--- src/inc/psta_regs.vh ---
`ifndef PSTA_REGS_VH
`define PSTA_REGS_VH
`define PSTA_PAGE_RESET 8'h00
`define PSTA_PAGE_CFG_BIT 7
`define PSTA_ADDR_STEP 16'h0002
`define PSTA_OP_RD_LOW 2'h0
`define PSTA_OP_RD_HIGH 2'h1
`define PSTA_OP_WT_LOW 2'h2
`define PSTA_OP_WT_HIGH 2'h3
`define PSTA_LAT_CYC 1
`endif

--- src/rtl/psta_read_format.v ---
`timescale 1ns/100ps
module psta_read_format (
    input wire high_sel,
    input wire byte_mode,
    input wire byte_sel,
    input wire [23:0] prog_word,
    output reg [15:0] data_out
);
    always @* begin
        if (!high_sel) begin
            if (!byte_mode) begin
                data_out = prog_word[15:0];
            end else if (byte_sel) begin
                data_out = {8'h00, prog_word[15:8]};
            end else begin
                data_out = {8'h00, prog_word[7:0]};
            end
        end else begin
            if (byte_mode && byte_sel) begin
                data_out = 16'h0000;
            end else begin
                data_out = {8'h00, prog_word[23:16]};
            end
        end
    end
endmodule // psta_read_format

--- src/rtl/psta_table_access.v ---
`timescale 1ns/100ps
`include "psta_regs.vh"
module psta_table_access #(
    parameter PAGE_W = 8
) (
    input wire sys_clk,
    input wire rst,
    // page register write from the core
    input wire page_wr,
    input wire [PAGE_W-1:0] page_wdata,
    output wire [PAGE_W-1:0] program_page_select,
    // table instruction request
    input wire req_valid,
    output wire req_ready,
    input wire [1:0] req_op,
    input wire req_byte_mode,
    input wire [15:0] req_ea,
    input wire [15:0] req_wdata,
    output reg rd_valid,
    output reg [15:0] rd_data,
    // program array side
    output reg mem_req,
    output reg mem_we,
    output reg [PAGE_W+15:0] mem_addr,
    output reg [2:0] mem_byte_en,
    output reg [23:0] mem_wdata,
    output reg mem_cfg_space,
    input wire mem_ack,
    input wire [23:0] mem_rdata
);
    localparam ST_IDLE = 2'b01;
    localparam ST_WAIT = 2'b10;
    localparam ADDR_W = PAGE_W + 16;

    // sequencing state
    reg [1:0] state_r;
    reg [1:0] state_nxt;
    reg [PAGE_W-1:0] page_r;
    reg [PAGE_W-1:0] page_nxt;

    // request kept for the answer cycle
    reg high_r;
    reg high_nxt;
    reg byte_mode_r;
    reg byte_mode_nxt;
    reg byte_sel_r;
    reg byte_sel_nxt;

    // array side next values
    reg mem_req_nxt;
    reg mem_we_nxt;
    reg [ADDR_W-1:0] mem_addr_nxt;
    reg [2:0] mem_byte_en_nxt;
    reg [23:0] mem_wdata_nxt;
    reg mem_cfg_space_nxt;

    // read return next values
    reg rd_valid_nxt;
    reg [15:0] rd_data_nxt;

    wire [15:0] fmt_data;
    wire is_write;
    wire is_high;
    wire take;
    wire cfg_sel;

    // op decode: write forms carry data toward the array
    function op_writes;
        input [1:0] op;
        begin
            case (op)
                `PSTA_OP_WT_LOW: begin
                    op_writes = 1'b1;
                end
                `PSTA_OP_WT_HIGH: begin
                    op_writes = 1'b1;
                end
                default: begin
                    op_writes = 1'b0;
                end
            endcase
        end
    endfunction

    // op decode: high forms reach only the upper byte space
    function op_high;
        input [1:0] op;
        begin
            case (op)
                `PSTA_OP_RD_HIGH: begin
                    op_high = 1'b1;
                end
                `PSTA_OP_WT_HIGH: begin
                    op_high = 1'b1;
                end
                default: begin
                    op_high = 1'b0;
                end
            endcase
        end
    endfunction

    // word address: ea bit 0 only selects a byte, words step by two
    function [ADDR_W-1:0] full_addr;
        input [PAGE_W-1:0] page;
        input [15:0] ea;
        begin
            full_addr = {page, ea[15:1], 1'b0};
        end
    endfunction

    // byte select one in byte mode names the phantom byte of the upper word
    function phantom_sel;
        input byte_mode;
        input byte_sel;
        begin
            phantom_sel = byte_mode & byte_sel;
        end
    endfunction

    // lanes: bit 0 program bits 7..0, bit 1 bits 15..8, bit 2 bits 23..16
    function [2:0] lane_enable;
        input high;
        input byte_mode;
        input byte_sel;
        begin
            if (high) begin
                if (phantom_sel(byte_mode, byte_sel)) begin
                    lane_enable = 3'h0;
                end else begin
                    lane_enable = 3'h4;
                end
            end else if (byte_mode) begin
                if (byte_sel) begin
                    lane_enable = 3'h2;
                end else begin
                    lane_enable = 3'h1;
                end
            end else begin
                lane_enable = 3'h3;
            end
        end
    endfunction

    // byte forms put the byte on every lane it may land in; the lane enable picks
    function [23:0] write_word;
        input high;
        input byte_mode;
        input [15:0] wdata;
        begin
            if (high) begin
                write_word = {wdata[7:0], 16'h0000};
            end else if (byte_mode) begin
                write_word = {8'h00, wdata[7:0], wdata[7:0]};
            end else begin
                write_word = {8'h00, wdata};
            end
        end
    endfunction

    assign program_page_select = page_r;
    assign req_ready = state_r[0];
    assign is_write = op_writes(req_op);
    assign is_high = op_high(req_op);
    assign take = req_valid & state_r[0];
    assign cfg_sel = page_r[`PSTA_PAGE_CFG_BIT];

    // page register: a write lands at the edge, later requests see it
    // a request taken on the same edge still uses the old page
    always @* begin
        page_nxt = page_r;
        if (page_wr) begin
            page_nxt = page_wdata;
        end
    end

    always @(posedge sys_clk) begin
        if (rst) begin
            page_r <= `PSTA_PAGE_RESET;
        end else begin
            page_r <= page_nxt;
        end
    end

    psta_read_format u_fmt (
        .high_sel(high_r),
        .byte_mode(byte_mode_r),
        .byte_sel(byte_sel_r),
        .prog_word(mem_rdata),
        .data_out(fmt_data)
    );

    // sequencing: one request outstanding, ready again the cycle after the answer
    always @* begin
        state_nxt = state_r;
        case (state_r)
            ST_IDLE: begin
                if (take) begin
                    state_nxt = ST_WAIT;
                end
            end
            ST_WAIT: begin
                if (mem_ack) begin
                    state_nxt = ST_IDLE;
                end
            end
            default: begin
                state_nxt = ST_IDLE;
            end
        endcase
    end

    always @(posedge sys_clk) begin
        if (rst) begin
            state_r <= ST_IDLE;
        end else begin
            state_r <= state_nxt;
        end
    end

    // read formatting settings kept for the answer cycle
    always @* begin
        high_nxt = high_r;
        byte_mode_nxt = byte_mode_r;
        byte_sel_nxt = byte_sel_r;
        if (take) begin
            high_nxt = is_high;
            byte_mode_nxt = req_byte_mode;
            byte_sel_nxt = req_ea[0];
        end
    end

    always @(posedge sys_clk) begin
        if (rst) begin
            high_r <= 1'b0;
            byte_mode_r <= 1'b0;
            byte_sel_r <= 1'b0;
        end else begin
            high_r <= high_nxt;
            byte_mode_r <= byte_mode_nxt;
            byte_sel_r <= byte_sel_nxt;
        end
    end

    // array side holds every field until the edge after the answer
    always @* begin
        mem_req_nxt = mem_req;
        mem_we_nxt = mem_we;
        mem_addr_nxt = mem_addr;
        mem_byte_en_nxt = mem_byte_en;
        mem_wdata_nxt = mem_wdata;
        mem_cfg_space_nxt = mem_cfg_space;
        if (take) begin
            mem_req_nxt = 1'b1;
            mem_we_nxt = is_write;
            mem_addr_nxt = full_addr(page_r, req_ea);
            mem_cfg_space_nxt = cfg_sel;
            mem_byte_en_nxt = lane_enable(is_high, req_byte_mode, req_ea[0]);
            mem_wdata_nxt = write_word(is_high, req_byte_mode, req_wdata);
        end else if (state_r[1] && mem_ack) begin
            mem_req_nxt = 1'b0;
        end
    end

    always @(posedge sys_clk) begin
        if (rst) begin
            mem_req <= 1'b0;
            mem_we <= 1'b0;
            mem_addr <= {ADDR_W{1'b0}};
            mem_byte_en <= 3'h0;
            mem_wdata <= 24'h00_0000;
            mem_cfg_space <= 1'b0;
        end else begin
            mem_req <= mem_req_nxt;
            mem_we <= mem_we_nxt;
            mem_addr <= mem_addr_nxt;
            mem_byte_en <= mem_byte_en_nxt;
            mem_wdata <= mem_wdata_nxt;
            mem_cfg_space <= mem_cfg_space_nxt;
        end
    end

    // read result: one-cycle strobe, data stands until the next read
    always @* begin
        rd_valid_nxt = 1'b0;
        rd_data_nxt = rd_data;
        if (state_r[1] && mem_ack && !mem_we) begin
            rd_valid_nxt = 1'b1;
            rd_data_nxt = fmt_data;
        end
    end

    always @(posedge sys_clk) begin
        if (rst) begin
            rd_valid <= 1'b0;
            rd_data <= 16'h0000;
        end else begin
            rd_valid <= rd_valid_nxt;
            rd_data <= rd_data_nxt;
        end
    end
endmodule // psta_table_access

--- config.mk ---
export PLATFORM = sky130hd
export DESIGN_NAME = psta_table_access
export DESIGN_NICKNAME = d
export VERILOG_FILES = /design/src/rtl/psta_read_format.v /design/src/rtl/psta_table_access.v
export VERILOG_INCLUDE_DIRS = /design/src /design/src/inc
export SDC_FILE = /design/constraint.sdc
export NUM_CORES = 1
export LEC_CHECK = 0
export BUFFER_PORTS_ARGS = -buffer_cell sky130_fd_sc_hd__buf_4
export CAP_MARGIN = 20
export CORE_MARGIN = 5
export CORE_UTILIZATION = 45
export CTS_CLUSTER_SIZE = 40
export DETAILED_ROUTE_END_ITERATION = 7
export GPL_ROUTABILITY_DRIVEN = 0
export PLACE_DENSITY = 0.89
export SLEW_MARGIN = 20
export SYNTH_ARGS = -nofsm -noshare
export SYNTH_HDL_FRONTEND = slang
export SYNTH_SLANG_ARGS = --single-unit
--- constraint.sdc ---
create_clock -name sys_clk -period 2.6 [get_ports sys_clk]
set_input_delay 0.13 -clock sys_clk [delete_from_list [all_inputs] [get_ports sys_clk]]
set_output_delay 0.13 -clock sys_clk [all_outputs]
set_load 0.02 [all_outputs]
=== After elaboration in Yosys (flattened, before gate mapping) ===
Index checks and enable logic that the tools add are counted.

* Multiplexer cells: 18
* Equality and inequality tests: 7
* Reductions and logical operators: 8
* Bitwise gates (word level): 2

{| class="wikitable"
|+ Operator list
! operator !! count
|-
| two-way mux 16 bit || 3
|-
| two-way mux 24 bit || 1
|-
| two-way mux 8 bit || 2
|-
| two-way mux 2 bit || 4
|-
| equality test 2 bit, second input constant || 3
|-
| two-way mux 3 bit || 2
|-
| two-way mux 1 bit || 5
|-
| equality test 2 x 1 -> 1 bit, second input constant || 2
|-
| != test 2 bit, second input constant || 2
|-
| one-hot mux 2 bit (2 select lines) || 1
|-
| OR reduction 2 bit || 2
|-
| logical AND 1 bit || 3
|-
| AND 1 bit || 2
|-
| AND reduction 2 bit || 1
|-
| nonzero test 2 bit || 1
|-
| zero test 1 bit || 1
|}

* Flip-flop bits (word level): 83
* Input port bits: 72
* Output and inout bits: 80
* Logic and storage cells: 48

=== Depth between registers and ports, before layout ===
Gate-level depths: netlist of the first run.

* Depth after elaboration: 4
* Gate-level depth with buffers: 5
* Gate-level depth less buffers: 3

=== Hierarchy ===
From an unflattened synthesis of the first run, not the netlist that was laid out.

* Cell total of the unflattened synthesis: 381
* Area, all modules: 3353.2 µm²

{| class="wikitable"
|+ By module, submodules not included
! module !! times used !! cells each !! sequential area each (µm²) !! area an instance (µm²)
|-
| psta_table_access || 1 || 342 || 1641.6 || 3016.6
|-
| psta_read_format || 1 || 39 || 0.0 || 336.6
|}

=== Worst setup path after synthesis of the first run ===
OpenSTA, ideal clock, no wires.

* Path kind: reg2reg
* From: reg state_r[0]
* To: reg mem_wdata[12]
* Clock period less this slack: 1.231 ns
* Required time: 2.472 ns
* Path buffers: 1
* Cell stages (with the launch flop): 5
* Setup time: 0.128 ns
* Path slack: 1.369 ns
* Data arrival time: 1.103 ns
* Cells stage by stage: dfxtp_1 nand2_1 buf_2 a22oi_1 nor2_1

* Longest elaborated chain between the ends: 1

{| class="wikitable"
|+ Ends and longest elaborated chain
! element !! line !! RTL
|-
| start, declared || psta_table_access.v:36 || <nowiki>reg [1:0] state_r;</nowiki>
|-
| start signal, assigned || psta_table_access.v:217 || <nowiki>state_r <= state_nxt;</nowiki>
|-
| AND 1 bit || psta_table_access.v:165 || <nowiki>assign take = req_valid & state_r[0];</nowiki>
|-
| end signal, assigned || psta_table_access.v:278 || <nowiki>mem_wdata <= mem_wdata_nxt;</nowiki>
|-
| end, declared || psta_table_access.v:26 || <nowiki>output reg [23:0] mem_wdata,</nowiki>
|}

No other way between the ends.
A chain may end at the register's enable or synchronous reset.

=== Worst setup path after layout of the first run ===
* From: reg state_r[0]
* To: reg high_r

* Longest elaborated chain between the ends: 1

{| class="wikitable"
|+ Ends and longest elaborated chain
! element !! line !! RTL
|-
| AND 1 bit || psta_table_access.v:165 ||
|-
| end signal, assigned || psta_table_access.v:239 || <nowiki>high_r <= high_nxt;</nowiki>
|-
| end, declared || psta_table_access.v:42 || <nowiki>reg high_r;</nowiki>
|}

No other way between the ends.

==> results of run 1 <==
==> synthesized netlist by cell type <==
cell type  number  area, µm²
a221oi_2        1       15.0
nor2_1         27        101
a21o_1          1       7.51
nand2_1        85        319
buf_1           1       3.75
and3b_2         1       10.0
buf_4           5       37.5
a21oi_1        55        275
and2_1          1       6.26
nand3_1        17       85.1
a22oi_1         8       60.1
inv_1           2       7.51
a221oi_1        7       61.3
mux2i_1         8       80.1
dfxtp_1        82       1640
buf_6           2       22.5
mux2_4          2       30.0
a211o_1         1       8.76
or3b_1          1       8.76
and3b_1         2       17.5
conb_1          1       3.75
buf_2          13       65.1
nand3b_1       11       82.6
nor3_1          8       40.0
mux2_2         14        158
clkbuf_1       10       37.5
==> power groups by stage <==
stage	registers, W	clock network, W	logic (W)
after CTS	0.00136	0.000929	0.000454
after global placement	0.00138	0	0.000444
final	0.00136	0.000901	0.000449
after global routing	0.00137	0.000985	0.000489
after floorplan	0.00145	0	0.000182
after detailed placement	0.00139	0	0.000454
==> cell usage in the layout (no fill, tap or decap), types with 2 or more instances in the layout <==
cell	netlist	final
buf_4	5	153
nand2_1	85	84
dfxtp_1	82	82
a21oi_1	55	55
nor2_1	27	27
nand3_1	17	17
mux2_2	14	14
nand3b_1	11	11
clkbuf_8	0	10
a22oi_1	8	8
mux2i_1	8	8
nor3_1	8	8
a221oi_1	7	7
clkinv_2	0	3
and3b_1	2	2
inv_1	2	2
mux2_4	2	2
==> path summary, 6_finish.rpt <==
path                                  to  slack [ns]  cells after the start
setup / recovery                  high_r        1.05                      4
hold / removal    program_page_select[3]        0.03                      3
setup reg to reg                  high_r        1.05                      4
hold reg to reg              rd_data[13]        0.45                      2
==> worst max-delay path, stage by stage, from the launching register on <==
cell	delay [ns]
dfxtp_1	0.35
nand2_2	0.55
buf_4	0.34
nand2_1	0.08
a21oi_1	0.15
==> layer usage <==
| layer | share of wire | vias to the layer above |
|---|---|---|
| li1 | - | 1504 |
| met1 | 0.39 | 1426 |
| met2 | 0.52 | 106 |
| met3 | 0.081 | 6 |
| met4 | 0.0029 | 0 |
| met5 | 0 | - |
==> sequential cells by signal (all words and copies together) (netlist names), 2 cells and up <==
signal               count
mem_addr                22
program_page_select      8
mem_wdata               24
state_r                  2
rd_data                 16
mem_byte_en              3
==> metrics by stage <==
| stage | cells | utilization | setup slack (ns) | instance area [µm²] |
|---|---|---|---|---|
| after floorplan | 366 | - | 1.37 | 3190 |
| after global placement | 584 | 0.628 | 1.10 | 4290 |
| after detailed placement | 584 | 0.628 | 1.05 | 4290 |
| after CTS | 600 | 0.657 | 1.04 | 4490 |
| after global routing | 600 | 0.657 | 0.877 | 4490 |
| final | 600 | 0.657 | 1.05 | 4490 |
==> final cells by class <==
| cell class | count | area [µm²] |
|---|---|---|
| Tap cell | 96 | 120 |
| Multi-Input combinational cell | 251 | 1370 |
| Clock buffer | 11 | 141 |
| Sequential cell | 82 | 1640 |
| Timing Repair Buffer | 153 | 1150 |
| Fill cell | 587 | 2350 |
| Clock inverter | 5 | 53.8 |
| Inverter | 2 | 7.51 |
==> cells by family (layout without fill, tap and decap cells) <==
group	Yosys count	in the layout	synth area share
AO/OA/AOI/OAI	73	73	0.134
buffers and inverters	33	171	0.0546
flip-flops	82	82	0.515
other	1	1	0.00118
multiplexers	24	24	0.0841
AND/OR/NAND/NOR	153	153	0.211
==> flow_summary.ini, run 1 <==
[pwr]
intPower_w = 0.00199
power_density_nw_per_um2 = 603
swShare = 0.263
p_total_w = 0.00271
clkPwrFrac = 0.333
ir_worst_vdd_mv = 0.323
leakagePower_nw = 1.98
pwr-share-comb = 0.166
netSwitchingPower_w = 0.000713
p_seq_frac = 0.501

[logic_synthesis]
syn_nets = 438
syn_avg_cell_area_um2 = 8.70
synth_cell_types = 26
syn_area_um2 = 3190
yosys_warnings = 0
ys_seq_elements = 82
yosysSeqAreaShare = 0.515
synthCells = 366

[clocking]
htree_levels = 3
clkTransAtPathRegs_ns = 0.08
cts_sinks = 82
numCtsBuffers = 9
cts_tree = yes
root_buffer = clkbuf_8
ctsHoldBuffers = 0
cts_setup_buffers = 0
cts_resized = 0
cts.path.max_buffers = 2
clock_latency_ns = 0.34

[global_route]
use_met3 = 0.0593
first_global_vias = 2993
grt.busiest_layer = met2
grt_usage = 0.193
grt_max_degree = 82
gr-total-overflow = 0
grt_pass1_wl_um = 13900
use_met2 = 0.352
grtUsageMet1 = 0.223
antenna_found_initial = 0

[routing]
vias_per_cell = 5.07
vias = 3042
drt_iter0_drc = 149
post_drt_wl_per_cell_um = 14.5
drt_first_pass_iters = 4
drc = 0
finalWirelength_um = 8700
antenna_left = 0

[finish]
drive_gt1_frac = 0.371
diodes = 0
syn_to_final_growth_pct = 40.8
finalNetCount = 571

[timing]
period_share = 0.597
setup_viol = 0
rsz0062_at_grt = false
whs_ns = 0.0284
slew_viol_final = 0
setup_tns_ns = 0
final_hold_viol_count = 0
fin_crit_ns = 1.55
worstMarginPinSlew_ns = 0.806
fin_skew_ns = 0.00793
max_freq_mhz = 644
slew_headroom = 0.463

[place]
portBuffers = 150
hpwl_um = 6480

[worst_setup_path]
required_ns = 2.86
crit_type = reg -> reg
worst_setup_path_start_kind = flip-flop
crit_fanout = 39
critPathArrivalTime_ns = 1.81
setup.worst_path.start = state_r[0]
cp-end-kind = flip-flop
r2r-start = state_r[0]

[floorplan]
start_util = 0.466
dieArea_um2 = 8860
coreArea_um2 = 6830
rows = 30
die_h_um = 94.1
chipWidth_um = 94.1
num_io_pins = 152

[outcome]
outcome = finished, final reports clean

[job]
cap_violations = 0

[min_path]
hold_path.class = in -> reg
hp-start = page_wdata[3]
No activity file was read; power rests on OpenSTA's default activity.
==> run 2: changes to the inputs <==
==> constraint.sdc (replaced) <==
create_clock -name sys_clk -period 1.5 [get_ports sys_clk]
set_input_delay 0.075 -clock sys_clk [delete_from_list [all_inputs] [get_ports sys_clk]]
set_output_delay 0.075 -clock sys_clk [all_outputs]
set_load 0.02 [all_outputs]
==> run 2 against run 1 <==
  * Worst setup slack worse by 0.96 ns
  * Global-route usage is 2.7 points higher
  * Critical path depth stayed put
  * Combinational power is 99% higher
  * Final cell count is 6.0% higher
  * Die area stayed put
  * Sequential share of layout area is 2.6 points lower
  * First-iteration DRC count is 8.1% lower
  * Largest cell class unchanged
  * Largest power group unchanged
  * Highest routed layer unchanged
==> flow_summary.ini, run 2 (synthesis gave the netlist of run 1 again) <==
[finish]
largest_register_ffs = 24
layout_commonest_cell = buf_4
syn_to_final_growth_pct = 51.5
stdcell_area_um2 = 4830
largest-register = mem_wdata
drive_gt1_frac = 0.361
instances_no_fill = 636
finalNetCount = 607
reg_top3 = mem_wdata x24, mem_addr x22, rd_data x16
final_cell_mix = buf_4, nand2_1, dfxtp_1, a21oi_1, dlygate4sd3_1
diodes = 0

[clocking]
clkTransAtPathRegs_ns = 0.08
clock_latency_ns = 0.34
cts_sinks = 82
htree_levels = 3
cts_setup_buffers = 0
root_buffer = clkbuf_8
numCtsBuffers = 9
cts_tree = yes
cts.path.max_buffers = 2

[min_path]
hold_path.class = in -> reg

[place]
dp_slack_ns = 0.114
post_dp_cell_area_um2 = 4380
placedCellCount = 592
portBuffers = 150
hpwl_um = 6770

[floorplan]
rows = 30
num_io_pins = 152
coreArea_um2 = 6830
die_h_um = 94.1
start_util = 0.466
chipWidth_um = 94.1
dieArea_um2 = 8860

[global_route]
use_met3 = 0.0625
first_global_vias = 3312
grt_usage = 0.220
grtUsageMet1 = 0.249
antenna_found_initial = 0
use_met2 = 0.387
grt.busiest_layer = met2
gr-total-overflow = 0
grt_pass1_wl_um = 15600
grt_max_degree = 47

[outcome]
outcome = finished, final reports clean

[routing]
antenna_left = 0
vias = 3236
post_drt_wl_per_cell_um = 15.7
drt_iter0_drc = 137
drt_first_pass_iters = 4
drc = 0
finalWirelength_um = 9990
vias_per_cell = 5.09

[timing]
layout_setup_ws_ns = 0.0848
setup_viol = 0
final_hold_viol_count = 0
setup_tns_ns = 0
period_share = 0.943
fin_crit_ns = 1.42
slew_viol_final = 0
rsz0062_at_grt = false
fin_skew_ns = 0.0106
max_freq_mhz = 707

[worst_setup_path]
crit_type = reg -> reg
cp-end-kind = flip-flop
crit_fanout = 5
critPathArrivalTime_ns = 1.64
required_ns = 1.72
worst_setup_path_start_kind = flip-flop

[pwr]
power_density_nw_per_um2 = 964
leakagePower_nw = 2.13
ir_worst_vdd_mv = 0.758

[job]
cap_violations = 0
[run 2: cell types whose count changed in the layout (fill, tap and decap cells not counted), sizes merged]
cell         delta
buf             +8
bufinv          -1
clkinv          -1
clkinvlp        +2
dlygate4sd3    +28
[run 2: stage by stage]
stage,hold WS (ns),utilization,total power (W)
CTS,0.00304,0.705,0.00468
detailed placement,0.318,0.640,0.00322
floorplan,0.211,-,0.00282
global route,0.00106,0.707,0.00486
global placement,0.308,0.640,0.00320
finish,0.0189,0.707,0.00465
[run 2: path summary, 6_finish.rpt]
| check | cells past startpoint | startpoint | slack, ns | endpoint |
|---|---|---|---|---|
| worst min register to register | 2 | mem_byte_en[0] | 0.45 | mem_byte_en[0] |
| worst max-delay path | 4 | high_r | 0.08 | rd_data[1] |
| worst max register to register | 4 | high_r | 0.08 | rd_data[1] |
| worst min-delay path | 3 | mem_rdata[10] | 0.02 | rd_data[10] |
[run 2: final cells by class]
class | count | area [µm²]
Fill cell | 551 | 2000
Multi-Input combinational cell | 251 | 1370
Clock inverter | 5 | 30.0
Clock buffer | 11 | 141
Tap cell | 96 | 120
Inverter | 2 | 7.51
Timing Repair Buffer | 189 | 1510
Sequential cell | 82 | 1640
[run 2: timing repair]
action | CTS | global route
resized for setup | 0 | 0
endpoints found under the hold margin | 27 | 1
hold buffers | 27 | 1
[run 2: worst max-delay path, stage by stage (launching register included)]
cell      delay, ns
dfxtp_1        0.40
buf_4          0.18
mux2_2         0.35
a221oi_1       0.29
nor3_1         0.08
[run 2: per-layer routing]
layer  up-vias  wire length (µm)
met5         -                 0
met1      1506              3960
li1       1576                 -
met4         0               213
met3        20               749
met2       134              5060
[run 2: where the power goes]
group          internal (W)  switching (W)
registers           0.00228      0.0000650
clock network      0.000639       0.000775
logic              0.000437       0.000456
total               0.00336        0.00130
==> run 3: changes to the inputs <==
--- a/config.mk
+++ b/config.mk
@@ -9,11 +9,12 @@
 export BUFFER_PORTS_ARGS = -buffer_cell sky130_fd_sc_hd__buf_4
 export CAP_MARGIN = 20
 export CORE_MARGIN = 5
-export CORE_UTILIZATION = 45
+export CORE_UTILIZATION = 46
 export CTS_CLUSTER_SIZE = 40
 export DETAILED_ROUTE_END_ITERATION = 7
 export GPL_ROUTABILITY_DRIVEN = 0
-export PLACE_DENSITY = 0.89
+export HOLD_SLACK_MARGIN = 0.12
+export PLACE_DENSITY = 0.91
 export SLEW_MARGIN = 20
 export SYNTH_ARGS = -nofsm -noshare
 export SYNTH_HDL_FRONTEND = slang
==> run 3 against run 2 <==
  * Sequential power about the same
  * Non-clock buffer count up 36
  * Via count up 7.6%
  * Worst setup slack better by 0.036 ns
  * Clock power up 18%
  * Hold slack better by 0.18 ns
  * Clock skew up 0.00068 ns
  * Sequential share of layout area down 2.5 points
  * First-iteration DRC count up 39%
  * Clock-buffer cell count unchanged
  * Maximum frequency up 2.6%
  * Wire length up 9.2%
  * Largest power group unchanged
==> flow_summary.ini, run 3 (synthesis gave the netlist of run 1 again) <==
[finish]
largest_register_ffs = 24
instances_no_fill = 657
syn_to_final_growth_pct = 63.5
reg_top3 = mem_wdata x24, mem_addr x22, rd_data x16
largest-register = mem_wdata
final_cell_mix = buf_4, nand2_1, dfxtp_1, dlygate4sd3_1, a21oi_1
stdcell_area_um2 = 5210
finalNetCount = 643
layout_commonest_cell = buf_4
drive_gt1_frac = 0.347

[routing]
drt_iter0_drc = 191
finalWirelength_um = 10900
drt_first_pass_iters = 5
drc = 0
post_drt_wl_per_cell_um = 16.6
antenna_left = 0
vias_per_cell = 5.30
vias = 3482

[floorplan]
die_h_um = 93.2
chipWidth_um = 93.2
coreArea_um2 = 6760
dieArea_um2 = 8690
num_io_pins = 152
start_util = 0.471
rows = 30

[clocking]
cts.path.max_buffers = 2
clkTransAtPathRegs_ns = 0.08
cts_sinks = 82
htree_levels = 3
numCtsBuffers = 9
cts_tree = yes
clock_latency_ns = 0.35
root_buffer = clkbuf_8

[outcome]
outcome = finished, final reports clean

[timing]
max_freq_mhz = 725
fin_crit_ns = 1.38
rsz0062_at_grt = false
setup_viol = 0
fin_skew_ns = 0.0113
period_share = 0.919
final_hold_viol_count = 0
slew_viol_final = 0

[pwr]
swShare = 0.270
p_seq_frac = 0.470
intPower_w = 0.00366
leakagePower_nw = 2.30
pwr-share-comb = 0.196
power_density_nw_per_um2 = 961
clkPwrFrac = 0.334
netSwitchingPower_w = 0.00135
ir_worst_vdd_mv = 0.782

[global_route]
grt_pass1_wl_um = 17400
first_global_vias = 3494
antenna_found_initial = 0
gr-total-overflow = 0
grt_usage = 0.253
grt_max_degree = 40

[worst_setup_path]
cp-end-kind = flip-flop
max_stage_delay_ns = 0.49
path_cells = mux2_2 > a221oi_1 > nor3_1
worst_setup_path_start_kind = flip-flop
slowest_stage = dfxtp_2
path_buf_inv = 0
crit_family = flip-flops
crit_type = reg -> reg
ff2ff_setup_slack_ns = 0.12
crit_fanout = 11
required_ns = 1.72
critPathArrivalTime_ns = 1.60

[place]
post_dp_cell_area_um2 = 4350
placedCellCount = 575
portBuffers = 150
hpwl_um = 6850

[min_path]
hold_path.class = in -> reg

[job]
cap_violations = 0
==> run 3: cell types whose count changed in the layout (fill, tap and decap cells not counted), sizes merged <==
| cell | delta |
|---|---|
| dlygate4sd3 | +34 |
| buf | +2 |
| clkinvlp | -2 |
| bufinv | +1 |
| diode | +1 |
| inv | +1 |
==> run 3: area by class of cell <==
| cell class | instances | area, µm² |
|---|---|---|
| repair buffers | 225 | 1870 |
| flip-flops and latches | 82 | 1640 |
| fillers | 441 | 1550 |
| well taps | 80 | 100 |
| multi-input cells | 251 | 1370 |
| diodes | 1 | 2.50 |
| inverters | 2 | 7.51 |
| clock inverters | 5 | 61.3 |
| clock buffers | 11 | 151 |
==> run 3: metrics by stage <==
step                      utilization  hold WS (ns)  worst slack, ns  TNS, ns  power [W]
after floorplan                     -         0.211            0.269        0    0.00282
after global placement          0.644         0.306            0.109        0    0.00319
after detailed placement        0.644         0.318          -0.0132  -0.0132    0.00322
after CTS                       0.767         0.185           0.0504        0    0.00501
after global routing            0.771         0.219           0.0383        0    0.00521
final                           0.771         0.195            0.121        0    0.00501
==> run 3: path summary, 6_finish.rpt <==
check / from / to / cells past startpoint
worst max-delay path: high_r / rd_data[4] / 3
worst min-delay path: mem_rdata[23] / rd_data[7] / 4
worst max register to register: high_r / rd_data[4] / 3
worst min register to register: mem_wdata[0] / mem_wdata[0] / 2
==> run 3: repair_timing <==
| action | CTS | global route |
|---|---|---|
| hold endpoints to repair | 74 | 0 |
| hold buffers | 62 | 0 |
| gates resized for setup | 1 | 0 |
| setup endpoints to repair | 1 | 7 |
| buffers inserted | 0 | 3 |
==> run 3: worst min-delay path, delay by kind of cell <==
kind            cells  cell delay, ns
compound gates      1            0.06
buf+inv             1            0.08
mux                 1            0.13
simple gates        1            0.15
==> run 3: per-layer routing <==
metal | vias up | part of all wire | track usage
met4 | 0 | 0.032 | 0.111
met2 | 165 | 0.51 | 0.464
met1 | 1640 | 0.38 | 0.276
li1 | 1644 | - | -
met5 | - | 0 | 0
met3 | 33 | 0.080 | 0.0587
==> run 3: power groups by stage <==
stage | Sequential [W] | Combinational (W) | Clock (W)
2_1_floorplan | 0.00251 | 0.000315 | 0
3_3_place_gp | 0.00239 | 0.000798 | 0
3_5_place_dp | 0.00240 | 0.000816 | 0
4_1_cts | 0.00235 | 0.000957 | 0.00170
5_1_grt | 0.00237 | 0.00105 | 0.00180
6_report | 0.00235 | 0.000981 | 0.00167
